`src/rtl/phyirq_pkg.sv`:
```
// constants for the phy event flag, mask and negotiation status registers
package phyirq_pkg;
  // ****************************************
  // register indices on the management port
  // ****************************************
  localparam logic [4:0]  REG_EVENT_FLAGS     = 5'h1D;
  localparam logic [4:0]  REG_EVENT_MASK      = 5'h1E;
  localparam logic [4:0]  REG_NEG_STATUS      = 5'h1F;
  // ****************************************
  // field positions
  // ****************************************
  localparam int          FLAG_ENERGY         = 7;
  localparam int          FLAG_NEG_COMPLETE   = 6;
  localparam int          FLAG_REMOTE_FAULT   = 5;
  localparam int          FLAG_LINK_LOSS      = 4;
  localparam int          FLAG_PARTNER_ACK    = 3;
  localparam int          FLAG_PD_FAULT       = 2;
  localparam int          FLAG_PAGE_RX        = 1;
  localparam int          STAT_DONE_POS       = 12;
  localparam int          STAT_FIX_LSB        = 5;
  localparam int          STAT_SPD_LSB        = 2;
  // ****************************************
  // reset values and speed and duplex codes
  // ****************************************
  localparam logic [7:0]  MASK_RESET          = 8'h00;
  localparam logic [6:0]  STAT_FIX_RESET      = 7'h02;
  localparam logic [2:0]  SPD_10_HALF         = 3'h1;
  localparam logic [2:0]  SPD_10_FULL         = 3'h5;
  localparam logic [2:0]  SPD_100_HALF        = 3'h2;
  localparam logic [2:0]  SPD_100_FULL        = 3'h6;
  // ****************************************
  // energy timeout
  // ****************************************
  localparam int          CLK_MHZ             = 200;
  localparam int          ENERGY_TIMEOUT_MS   = 256;
  localparam longint      ENERGY_TIMEOUT_CYC  = longint'(ENERGY_TIMEOUT_MS) * 1000 * CLK_MHZ;
  // edges after reset during which the link loss flag is loaded from the line
  localparam logic [2:0]  SYNC_SETTLE_CYC     = 3'h5;
endpackage : phyirq_pkg

```
`src/rtl/phyirq_sync.sv`:
```
// three-stage synchroniser with agreement of the last two stages
`timescale 1ns/1ps
module phyirq_sync #(
  parameter int W = 1
) (
  // clock and reset
  input  wire logic         mclk_in,
  input  wire logic         reset_n_in,
  // data
  input  wire logic [W-1:0] async_in,
  output logic      [W-1:0] sync_out
);
  logic [W-1:0] s1_q;
  logic [W-1:0] s2_q;
  logic [W-1:0] s3_q;

  always_ff @(posedge mclk_in or negedge reset_n_in) begin
    if (!reset_n_in) begin
      s1_q <= '0;
      s2_q <= '0;
      s3_q <= '0;
    end else begin
      s1_q <= async_in;
      s2_q <= s1_q;
      s3_q <= s2_q;
    end
  end

  // a change counts only once stage two and stage three agree
  always_ff @(posedge mclk_in or negedge reset_n_in) begin
    if (!reset_n_in) begin
      sync_out <= '0;
    end else begin
      for (int i = 0; i < W; i++) begin
        if (s2_q[i] == s3_q[i]) begin
          sync_out[i] <= s3_q[i];
        end
      end
    end
  end
endmodule : phyirq_sync

```
`src/rtl/phyirq_regs.sv`:
```
// phy event flags, enable mask, negotiation status and interrupt request
// ****************************************
// Notes on behaviour
// RQ1 - flag bit 7 latches an energy event; zero otherwise.
// RQ2 - flag bit 6 latches negotiation completion.
// RQ3 - flag bit 5 latches a remote fault from the partner.
// RQ4 - flag bit 4 latches link going from up to down.
// RQ5 - flag bit 3 latches partner acknowledge during negotiation.
// RQ6 - flag bit 2 latches a parallel detection fault.
// RQ7 - flag bit 1 latches a received negotiation page.
// RQ8 - flag bits 15..8 and 0 read zero; writes ignored.
// RQ9 - mask bits 7..0 enable matching sources; reset to zero.
// RQ10 - link loss flag starts from the current line link state.
// RQ11 - status bit 12 reads one once negotiation is done.
// RQ12 - status bits 4..2 give the resolved speed and duplex code.
// RQ13 - speed code after reset follows the negotiation result.
// RQ14 - status bits 11..5 reset to 0000010b; host writes that pattern.
// RQ15 - energy present drops after 256 ms without line energy; feeds bit 7.
// RQ16 - flags stay set until the flag register is read.
// RQ17 - interrupt request high while any enabled flag is set.
// ****************************************
`timescale 1ns/1ps
module phyirq_regs #(
  parameter longint ENERGY_TIMEOUT = phyirq_pkg::ENERGY_TIMEOUT_CYC
) (
  // clock and reset
  input  wire logic        mclk_in,
  input  wire logic        reset_n_in,
  // management register port
  input  wire logic        mgmt_rd_in,
  input  wire logic        mgmt_wr_in,
  input  wire logic [4:0]  mgmt_addr_in,
  input  wire logic [15:0] mgmt_wdata_in,
  output logic      [15:0] mgmt_rdata_out,
  // line and negotiation events, asynchronous to mclk
  input  wire logic        line_energy_in,
  input  wire logic        link_up_in,
  input  wire logic        neg_done_in,
  input  wire logic        remote_fault_in,
  input  wire logic        partner_ack_in,
  input  wire logic        pd_fault_in,
  input  wire logic        page_rx_in,
  input  wire logic [2:0]  resolved_speed_duplex_in,
  // outputs
  output logic             line_energy_present_out,
  output logic             irq_out
);
  localparam int CW = 34;
  localparam logic [CW-1:0] TMO = CW'(ENERGY_TIMEOUT);

  logic [7:3]    sy;
  logic [2:0]    spd_sy;
  logic          energy_s;
  logic          link_s;
  logic [7:0]    flags_q;
  logic [7:0]    ev;
  logic [7:0]    mask_q;
  logic [6:0]    fix_q;
  logic [2:0]    resolved_speed_duplex_q;
  logic          done_q;
  logic          link_prev_q;
  logic          neg_prev_q;
  logic [4:0]    pulse_prev_q;
  logic [CW-1:0] quiet_q;
  logic [2:0]    settle_q;
  logic          started_q;
  logic          rd_flags;

  phyirq_sync #(.W(10)) u_sync (
    .mclk_in    (mclk_in),
    .reset_n_in (reset_n_in),
    .async_in   ({line_energy_in, link_up_in, neg_done_in, remote_fault_in,
                  partner_ack_in, pd_fault_in, page_rx_in,
                  resolved_speed_duplex_in}),
    .sync_out   ({energy_s, link_s, sy[7:3], spd_sy})
  );

  // ****************************************
  // energy presence timer
  // ****************************************
  // energy present resets to one and falls after the quiet interval
  always_ff @(posedge mclk_in or negedge reset_n_in) begin
    if (!reset_n_in) begin
      quiet_q                 <= '0;
      line_energy_present_out <= 1'b1;
    end else if (energy_s) begin
      quiet_q                 <= '0;
      line_energy_present_out <= 1'b1;
    end else if (quiet_q >= TMO - CW'(1)) begin
      line_energy_present_out <= 1'b0; // [RQ15]
    end else begin
      quiet_q <= quiet_q + CW'(1);
    end
  end

  // ****************************************
  // event detection
  // ****************************************
  always_ff @(posedge mclk_in or negedge reset_n_in) begin
    if (!reset_n_in) begin
      link_prev_q  <= 1'b0;
      neg_prev_q   <= 1'b0;
      pulse_prev_q <= 5'h00;
      settle_q     <= 3'h0;
    end else begin
      link_prev_q  <= link_s;
      neg_prev_q   <= sy[7];
      pulse_prev_q <= sy[7:3];
      if (settle_q != phyirq_pkg::SYNC_SETTLE_CYC) begin
        settle_q <= settle_q + 3'h1;
      end
    end
  end

  // the synchroniser shows its reset value for the first edges, so the link
  // loss flag is loaded from the line until the real state has come through
  assign started_q = (settle_q == phyirq_pkg::SYNC_SETTLE_CYC);

  logic energy_prev_q;
  always_ff @(posedge mclk_in or negedge reset_n_in) begin
    if (!reset_n_in) begin
      energy_prev_q <= 1'b1;
    end else begin
      energy_prev_q <= line_energy_present_out;
    end
  end

  always_comb begin
    ev                                 = 8'h00;
    ev[phyirq_pkg::FLAG_ENERGY]        = line_energy_present_out & ~energy_prev_q; // [RQ1]
    ev[phyirq_pkg::FLAG_NEG_COMPLETE]  = sy[7] & ~neg_prev_q; // [RQ2]
    ev[phyirq_pkg::FLAG_REMOTE_FAULT]  = sy[6] & ~pulse_prev_q[3]; // [RQ3]
    ev[phyirq_pkg::FLAG_LINK_LOSS]     = link_prev_q & ~link_s; // [RQ4]
    ev[phyirq_pkg::FLAG_PARTNER_ACK]   = sy[5] & ~pulse_prev_q[2]; // [RQ5]
    ev[phyirq_pkg::FLAG_PD_FAULT]      = sy[4] & ~pulse_prev_q[1]; // [RQ6]
    ev[phyirq_pkg::FLAG_PAGE_RX]       = sy[3] & ~pulse_prev_q[0]; // [RQ7]
  end

  assign rd_flags = mgmt_rd_in && (mgmt_addr_in == phyirq_pkg::REG_EVENT_FLAGS);

  // ****************************************
  // latched flags
  // ****************************************
  // a read clears, but an event in the same cycle survives the clear
  always_ff @(posedge mclk_in or negedge reset_n_in) begin
    if (!reset_n_in) begin
      flags_q <= 8'h00;
    end else if (!started_q) begin
      flags_q                             <= 8'h00;
      flags_q[phyirq_pkg::FLAG_LINK_LOSS] <= ~link_s; // [RQ10]
    end else begin
      flags_q <= ((rd_flags ? 8'h00 : flags_q) | ev) & 8'hFE; // [RQ16] [RQ8]
    end
  end

  // ****************************************
  // mask and status registers
  // ****************************************
  always_ff @(posedge mclk_in or negedge reset_n_in) begin
    if (!reset_n_in) begin
      mask_q <= phyirq_pkg::MASK_RESET;
      fix_q  <= phyirq_pkg::STAT_FIX_RESET; // [RQ14]
    end else if (mgmt_wr_in) begin
      if (mgmt_addr_in == phyirq_pkg::REG_EVENT_MASK) begin
        mask_q <= mgmt_wdata_in[7:0]; // [RQ9]
      end
      if (mgmt_addr_in == phyirq_pkg::REG_NEG_STATUS) begin
        fix_q <= mgmt_wdata_in[phyirq_pkg::STAT_FIX_LSB +: 7];
      end
    end
  end

  // speed code takes the synchronised negotiation result, so it follows the line from the fifth edge on
  always_ff @(posedge mclk_in or negedge reset_n_in) begin
    if (!reset_n_in) begin
      resolved_speed_duplex_q <= 3'h0;
      done_q                  <= 1'b0;
    end else begin
      resolved_speed_duplex_q <= spd_sy; // [RQ12] [RQ13]
      done_q                  <= sy[7]; // [RQ11]
    end
  end

  always_ff @(posedge mclk_in or negedge reset_n_in) begin
    if (!reset_n_in) begin
      irq_out <= 1'b0;
    end else begin
      irq_out <= |(flags_q & mask_q); // [RQ17]
    end
  end

  always_ff @(posedge mclk_in or negedge reset_n_in) begin
    if (!reset_n_in) begin
      mgmt_rdata_out <= 16'h0000;
    end else if (mgmt_rd_in) begin
      unique case (mgmt_addr_in)
        phyirq_pkg::REG_EVENT_FLAGS: mgmt_rdata_out <= {8'h00, flags_q}; // [RQ8]
        phyirq_pkg::REG_EVENT_MASK:  mgmt_rdata_out <= {8'h00, mask_q};
        phyirq_pkg::REG_NEG_STATUS:  mgmt_rdata_out <= {3'h0, done_q, fix_q,
                                                        resolved_speed_duplex_q, 2'h0};
        default:                     mgmt_rdata_out <= 16'h0000;
      endcase
    end
  end

  // ****************************************
  // checks
  // ****************************************
  irq_follows_mask_a: assert property (@(posedge mclk_in) disable iff (!reset_n_in)
    ##1 (irq_out == |($past(flags_q) & $past(mask_q))))
    else $error("irq does not follow enabled flags"); // [RQ17]
  flag_clear_read_a: assert property (@(posedge mclk_in) disable iff (!reset_n_in)
    (started_q && rd_flags && ev == 8'h00) |=> (flags_q == 8'h00))
    else $error("flags not cleared by read"); // [RQ16]
  flag_sticky_a: assert property (@(posedge mclk_in) disable iff (!reset_n_in)
    (started_q && !rd_flags) |=> ((flags_q & $past(flags_q)) == $past(flags_q)))
    else $error("flag lost without read"); // [RQ16]
  reserved_zero_a: assert property (@(posedge mclk_in) disable iff (!reset_n_in)
    (mgmt_rd_in && mgmt_addr_in == phyirq_pkg::REG_EVENT_FLAGS)
      |=> (mgmt_rdata_out[15:8] == 8'h00 && mgmt_rdata_out[0] == 1'b0))
    else $error("reserved flag bits nonzero"); // [RQ8]
  link_loss_set_a: assert property (@(posedge mclk_in) disable iff (!reset_n_in)
    (started_q && link_prev_q && !link_s) |=> flags_q[phyirq_pkg::FLAG_LINK_LOSS])
    else $error("link loss not latched"); // [RQ4]
  mask_write_a: assert property (@(posedge mclk_in) disable iff (!reset_n_in)
    (mgmt_wr_in && mgmt_addr_in == phyirq_pkg::REG_EVENT_MASK)
      |=> (mask_q == $past(mgmt_wdata_in[7:0])))
    else $error("mask write lost"); // [RQ9]
  energy_set_a: assert property (@(posedge mclk_in) disable iff (!reset_n_in)
    (started_q && $rose(line_energy_present_out)) |=> flags_q[phyirq_pkg::FLAG_ENERGY])
    else $error("energy flag not latched"); // [RQ1]
  neg_set_a: assert property (@(posedge mclk_in) disable iff (!reset_n_in)
    (started_q && sy[7] && !neg_prev_q) |=> flags_q[phyirq_pkg::FLAG_NEG_COMPLETE])
    else $error("negotiation flag not latched"); // [RQ2]
  status_read_a: assert property (@(posedge mclk_in) disable iff (!reset_n_in)
    (mgmt_rd_in && mgmt_addr_in == phyirq_pkg::REG_NEG_STATUS)
      |=> (mgmt_rdata_out[4:2] == $past(resolved_speed_duplex_q)
           && mgmt_rdata_out[12] == $past(done_q)))
    else $error("status read mismatch"); // [RQ11] [RQ12]
  link_loss_init_a: assert property (@(posedge mclk_in) disable iff (!reset_n_in)
    (!started_q) |=> (flags_q[phyirq_pkg::FLAG_LINK_LOSS] == !$past(link_s)))
    else $error("link loss flag not loaded from line"); // [RQ10]
endmodule : phyirq_regs

```
`config.mk`:
```
export PLATFORM = sky130hd
export DESIGN_NAME = phyirq_regs
export DESIGN_NICKNAME = d
export VERILOG_FILES = /design/src/rtl/phyirq_pkg.sv /design/src/rtl/phyirq_sync.sv /design/src/rtl/phyirq_regs.sv
export SDC_FILE = /design/constraint.sdc
export NUM_CORES = 1
export LEC_CHECK = 0
export BUFFER_PORTS_ARGS = -buffer_cell sky130_fd_sc_hd__buf_2
export CAP_MARGIN = 20
export CELL_PAD_IN_SITES_DETAIL_PLACEMENT = 1
export CELL_PAD_IN_SITES_GLOBAL_PLACEMENT = 1
export CORE_UTILIZATION = 52
export CTS_BUF_LIST = sky130_fd_sc_hd__clkbuf_4
export CTS_CLUSTER_DIAMETER = 40
export DETAILED_ROUTE_END_ITERATION = 7
export PLACE_DENSITY = 0.91
export SLEW_MARGIN = 20
export SYNTH_ARGS = -nofsm -noshare
export SYNTH_HDL_FRONTEND = slang
export SYNTH_SLANG_ARGS = --single-unit
export TNS_END_PERCENT = 1
```
`constraint.sdc`:
```
create_clock -name mclk_in -period 5 [get_ports mclk_in]
set_input_delay 1 -clock mclk_in [delete_from_list [all_inputs] [get_ports mclk_in]]
set_output_delay 1 -clock mclk_in [all_outputs]
set_load 0.1 [all_outputs]
```
==> out/results.txt <==
Status -> finished with violations
Failing checks -> DRC
Cell-internal power -> 0.00149 W
VDD IR max -> 243 µV
Post-route ant nets -> 0
Placer Congestion -> 0.771
HPWL Detailed -> 7.03 mm
Synth Register Bits -> 124
Antenna violations before repair -> 0
CTS tree -> yes
Clk_skew -> 0.0280 ns
Tightest Hold Check Type -> reg -> reg
I/O pin total -> 53
Starting DRT DRC Count -> 220
Combinational power share -> 0.095
Reg2Reg Depth -> 6
Worst Path Required -> 5.39 ns
Vias in the first global route -> 3,529
Reg power frac -> 0.536
Chip height -> 98.1 µm
Synthesized area per cell -> 12.2 µm²
Starting Density -> 0.543
Post-CTS Repair Setup Buffers -> 0
Total negative slack -> 0 ns
Detailed-router iteration count before antenna repair -> 7
Synth warnings -> 0
Finished Layout Cells -> 569
Pin count of the biggest net entering global routing -> 45
Clock latency on the worst-skew pair -> 0.52 ns
RSZ-0062 raised after global routing -> no
Pwr dens -> 384 nW/µm²
Via count -> 3,252
Final min period -> 2.78 ns
DR WL/cell -> 18.6 µm
Global route total overflow -> 0
Tot GR Track Use -> 0.247
Worst Path Arrival -> 3.17 ns
Hold Path Cell Cnt -> 0
Net switching power -> 0.000588 W
Ratio of cells with drive above 1 in the final layout -> 0.226
Port bufs -> 45
Yosys cell types -> 43
# setup viols final -> 0
Fmax -> 359 MHz
# fillers -> 944
Synth Instances -> 395
# resized after CTS -> 0
Max_slew headroom -> 0.399
Die W -> 98.1 µm
Max cap viols -> 0
H-tree Lvls -> 4
Post-DR vias/cell -> 5.72
Antenna diodes -> 0
Sw Ratio -> 0.282
CTS Buf Count -> 17
CTS Hold Buffers Added -> 0
Clk pwr share -> 0.370
CTS Buffer Depth -> 2
First-pass GRT wire length -> 18.1 mm
Drt drc -> 7
Die area -> 9620 µm²
Tcrit/Tclk final -> 0.556
Crit end category -> register
Layout area overhead -> 13.0%
Worst-path clk slew -> 0.11 ns
Crit Path Category -> reg -> reg
Cell row count -> 34
Placed Cells -> 537
Core area -> 8850 µm²
CP startpoint kind -> register
Layout net count -> 486
Mapped cell area -> 4800 µm²
Slew Viols, Final -> 0
Root Driver -> clkbuf_4
Worst-Margin Slew -> 0.900 ns
Crit path max fanout -> 31
Sequential-to-total area share from yosys stat -> 0.647
Clock sink total -> 124
Leak pwr -> 2.39 nW
Count of final hold-check violations -> 0
Total wire length -> 10.6 mm
-- stage by stage --
stage                     hold WS (ns)  area, µm²  setup WS [ns]  utilization  total power, W
after floorplan                  0.331       4810           2.67            -         0.00126
after global placement           0.332       5100           2.16        0.576         0.00131
after detailed placement         0.336       5100           1.99        0.576         0.00133
after CTS                        0.368       5420           1.93        0.612         0.00210
after global routing             0.371       5430           1.99        0.613         0.00216
final                            0.364       5430           2.22        0.613         0.00208
-- routing by layer --
metal  wire, µm  vias to the layer above  share of wire  track usage
met5          0                        -              0            0
met4        212                        0          0.020       0.0979
met3        385                       23          0.036       0.0580
met2       5460                       77           0.52        0.414
met1       4540                     1657           0.43        0.311
li1           -                     1495              -            -
-- power groups by stage --
| stage | combinational, W | clock, W | sequential, W |
|---|---|---|---|
| after global placement | 0.000188 | 0 | 0.00113 |
| after floorplan | 0.0000854 | 0 | 0.00117 |
| final | 0.000198 | 0.000769 | 0.00112 |
| after detailed placement | 0.000200 | 0 | 0.00114 |
| after CTS | 0.000201 | 0.000786 | 0.00112 |
| after global routing | 0.000216 | 0.000825 | 0.00112 |
-- cells by family after synthesis --
logic type                 share of synthesized area
AOI/OAI and AO/OA                             0.0873
xor gates and xnor gates                     0.00730
adders and majority gates                     0.0287
buffers and inverters                         0.0326
DFF                                            0.647
muxes                                         0.0568
other                                       0.000781
and+or+nand+nor                                0.140
-- sequential cells by signal, summed over array words and instances, names as in the netlist --
name,flops
quiet_q,34
mgmt_rdata_out,13
u_sync.s1_q,10
u_sync.s2_q,10
u_sync.s3_q,10
u_sync.sync_out,10
mask_q,8
fix_q,7
flags_q,7
pulse_prev_q,4
resolved_speed_duplex_q,3
settle_q,3
done_q,1
energy_prev_q,1
irq_out,1
line_energy_present_out,1
link_prev_q,1
-- worst max-delay path, cell delays in order (launching register included) --
cell,delay (ns)
dfrtp_1,0.43
ha_1,0.24
nand4_1,0.31
or3_4,0.53
o211ai_4,0.68
nor4_1,0.12
mux2_1,0.36
-- area by class of cell --
type | count | area, µm² | share of cell area
flip-flops and latches | 124 | 3110 | 0.572
multi-input cells | 241 | 1560 | 0.287
repair buffers | 48 | 250 | 0.0461
clock inverters | 14 | 185 | 0.0341
clock buffers | 18 | 135 | 0.0249
well taps | 108 | 135 | 0.0249
inverters | 16 | 60.1 | 0.0111
-- synth_stat cells, drive strengths merged --
| cell type | number | area, µm² |
|---|---|---|
| a2bb2oi | 1 | 8.76 |
| o211ai | 1 | 12.5 |
| o211a | 1 | 10.0 |
| a22oi | 4 | 30.0 |
| maj3 | 10 | 100 |
| dfstp | 3 | 78.8 |
| o31ai | 8 | 60.1 |
| or2 | 1 | 6.26 |
| xor2 | 3 | 26.3 |
| clkbuf | 7 | 26.3 |
| inv | 16 | 60.1 |
| nor4 | 7 | 50.1 |
| nor2b | 16 | 100 |
| ha | 3 | 37.5 |
| a222oi | 1 | 10.0 |
| o2111ai | 1 | 8.76 |
| nor3 | 4 | 25.0 |
| nor2 | 34 | 128 |
| a21oi | 37 | 185 |
| dfrtp | 121 | 3030 |
| buf | 9 | 70.1 |
| nand2 | 16 | 60.1 |
| or3 | 12 | 80.1 |
| conb | 1 | 3.75 |
| or4 | 10 | 75.1 |
| o22ai | 1 | 6.26 |
| nand4 | 7 | 58.8 |
| nand3 | 15 | 75.1 |
| and3 | 1 | 6.26 |
| mux2 | 18 | 203 |
| and2 | 1 | 6.26 |
| o21bai | 1 | 7.51 |
| o21ai | 16 | 80.1 |
| mux2i | 7 | 70.1 |
| xnor2 | 1 | 8.76 |
-- final timing paths --
check                                from                  to  slack (ns)
setup / recovery               quiet_q[0]         quiet_q[10]        2.22
hold / removal             u_sync.s1_q[9]      u_sync.s2_q[9]        0.36
setup reg to reg               quiet_q[0]         quiet_q[10]        2.22
hold reg to reg            u_sync.s1_q[9]      u_sync.s2_q[9]        0.36
max in group asynchronous      reset_n_in  u_sync.sync_out[4]        3.59
min in group asynchronous      reset_n_in   mgmt_rdata_out[1]        0.44
-- layout by cell type (no fill, tap or decap), drive strengths merged, types with 8 or more instances in the layout --
| master | instances |
|---|---|
| nand3 | 15 |
| nand2 | 16 |
| maj3 | 10 |
| a21oi | 37 |
| nor2b | 16 |
| mux2 | 18 |
| nor2 | 34 |
| o21ai | 16 |
| o31ai | 8 |
| or3 | 12 |
| buf | 48 |
| clkbuf | 18 |
| dfrtp | 121 |
| inv | 21 |
| or4 | 10 |
(Power assumes the default switching activity.)
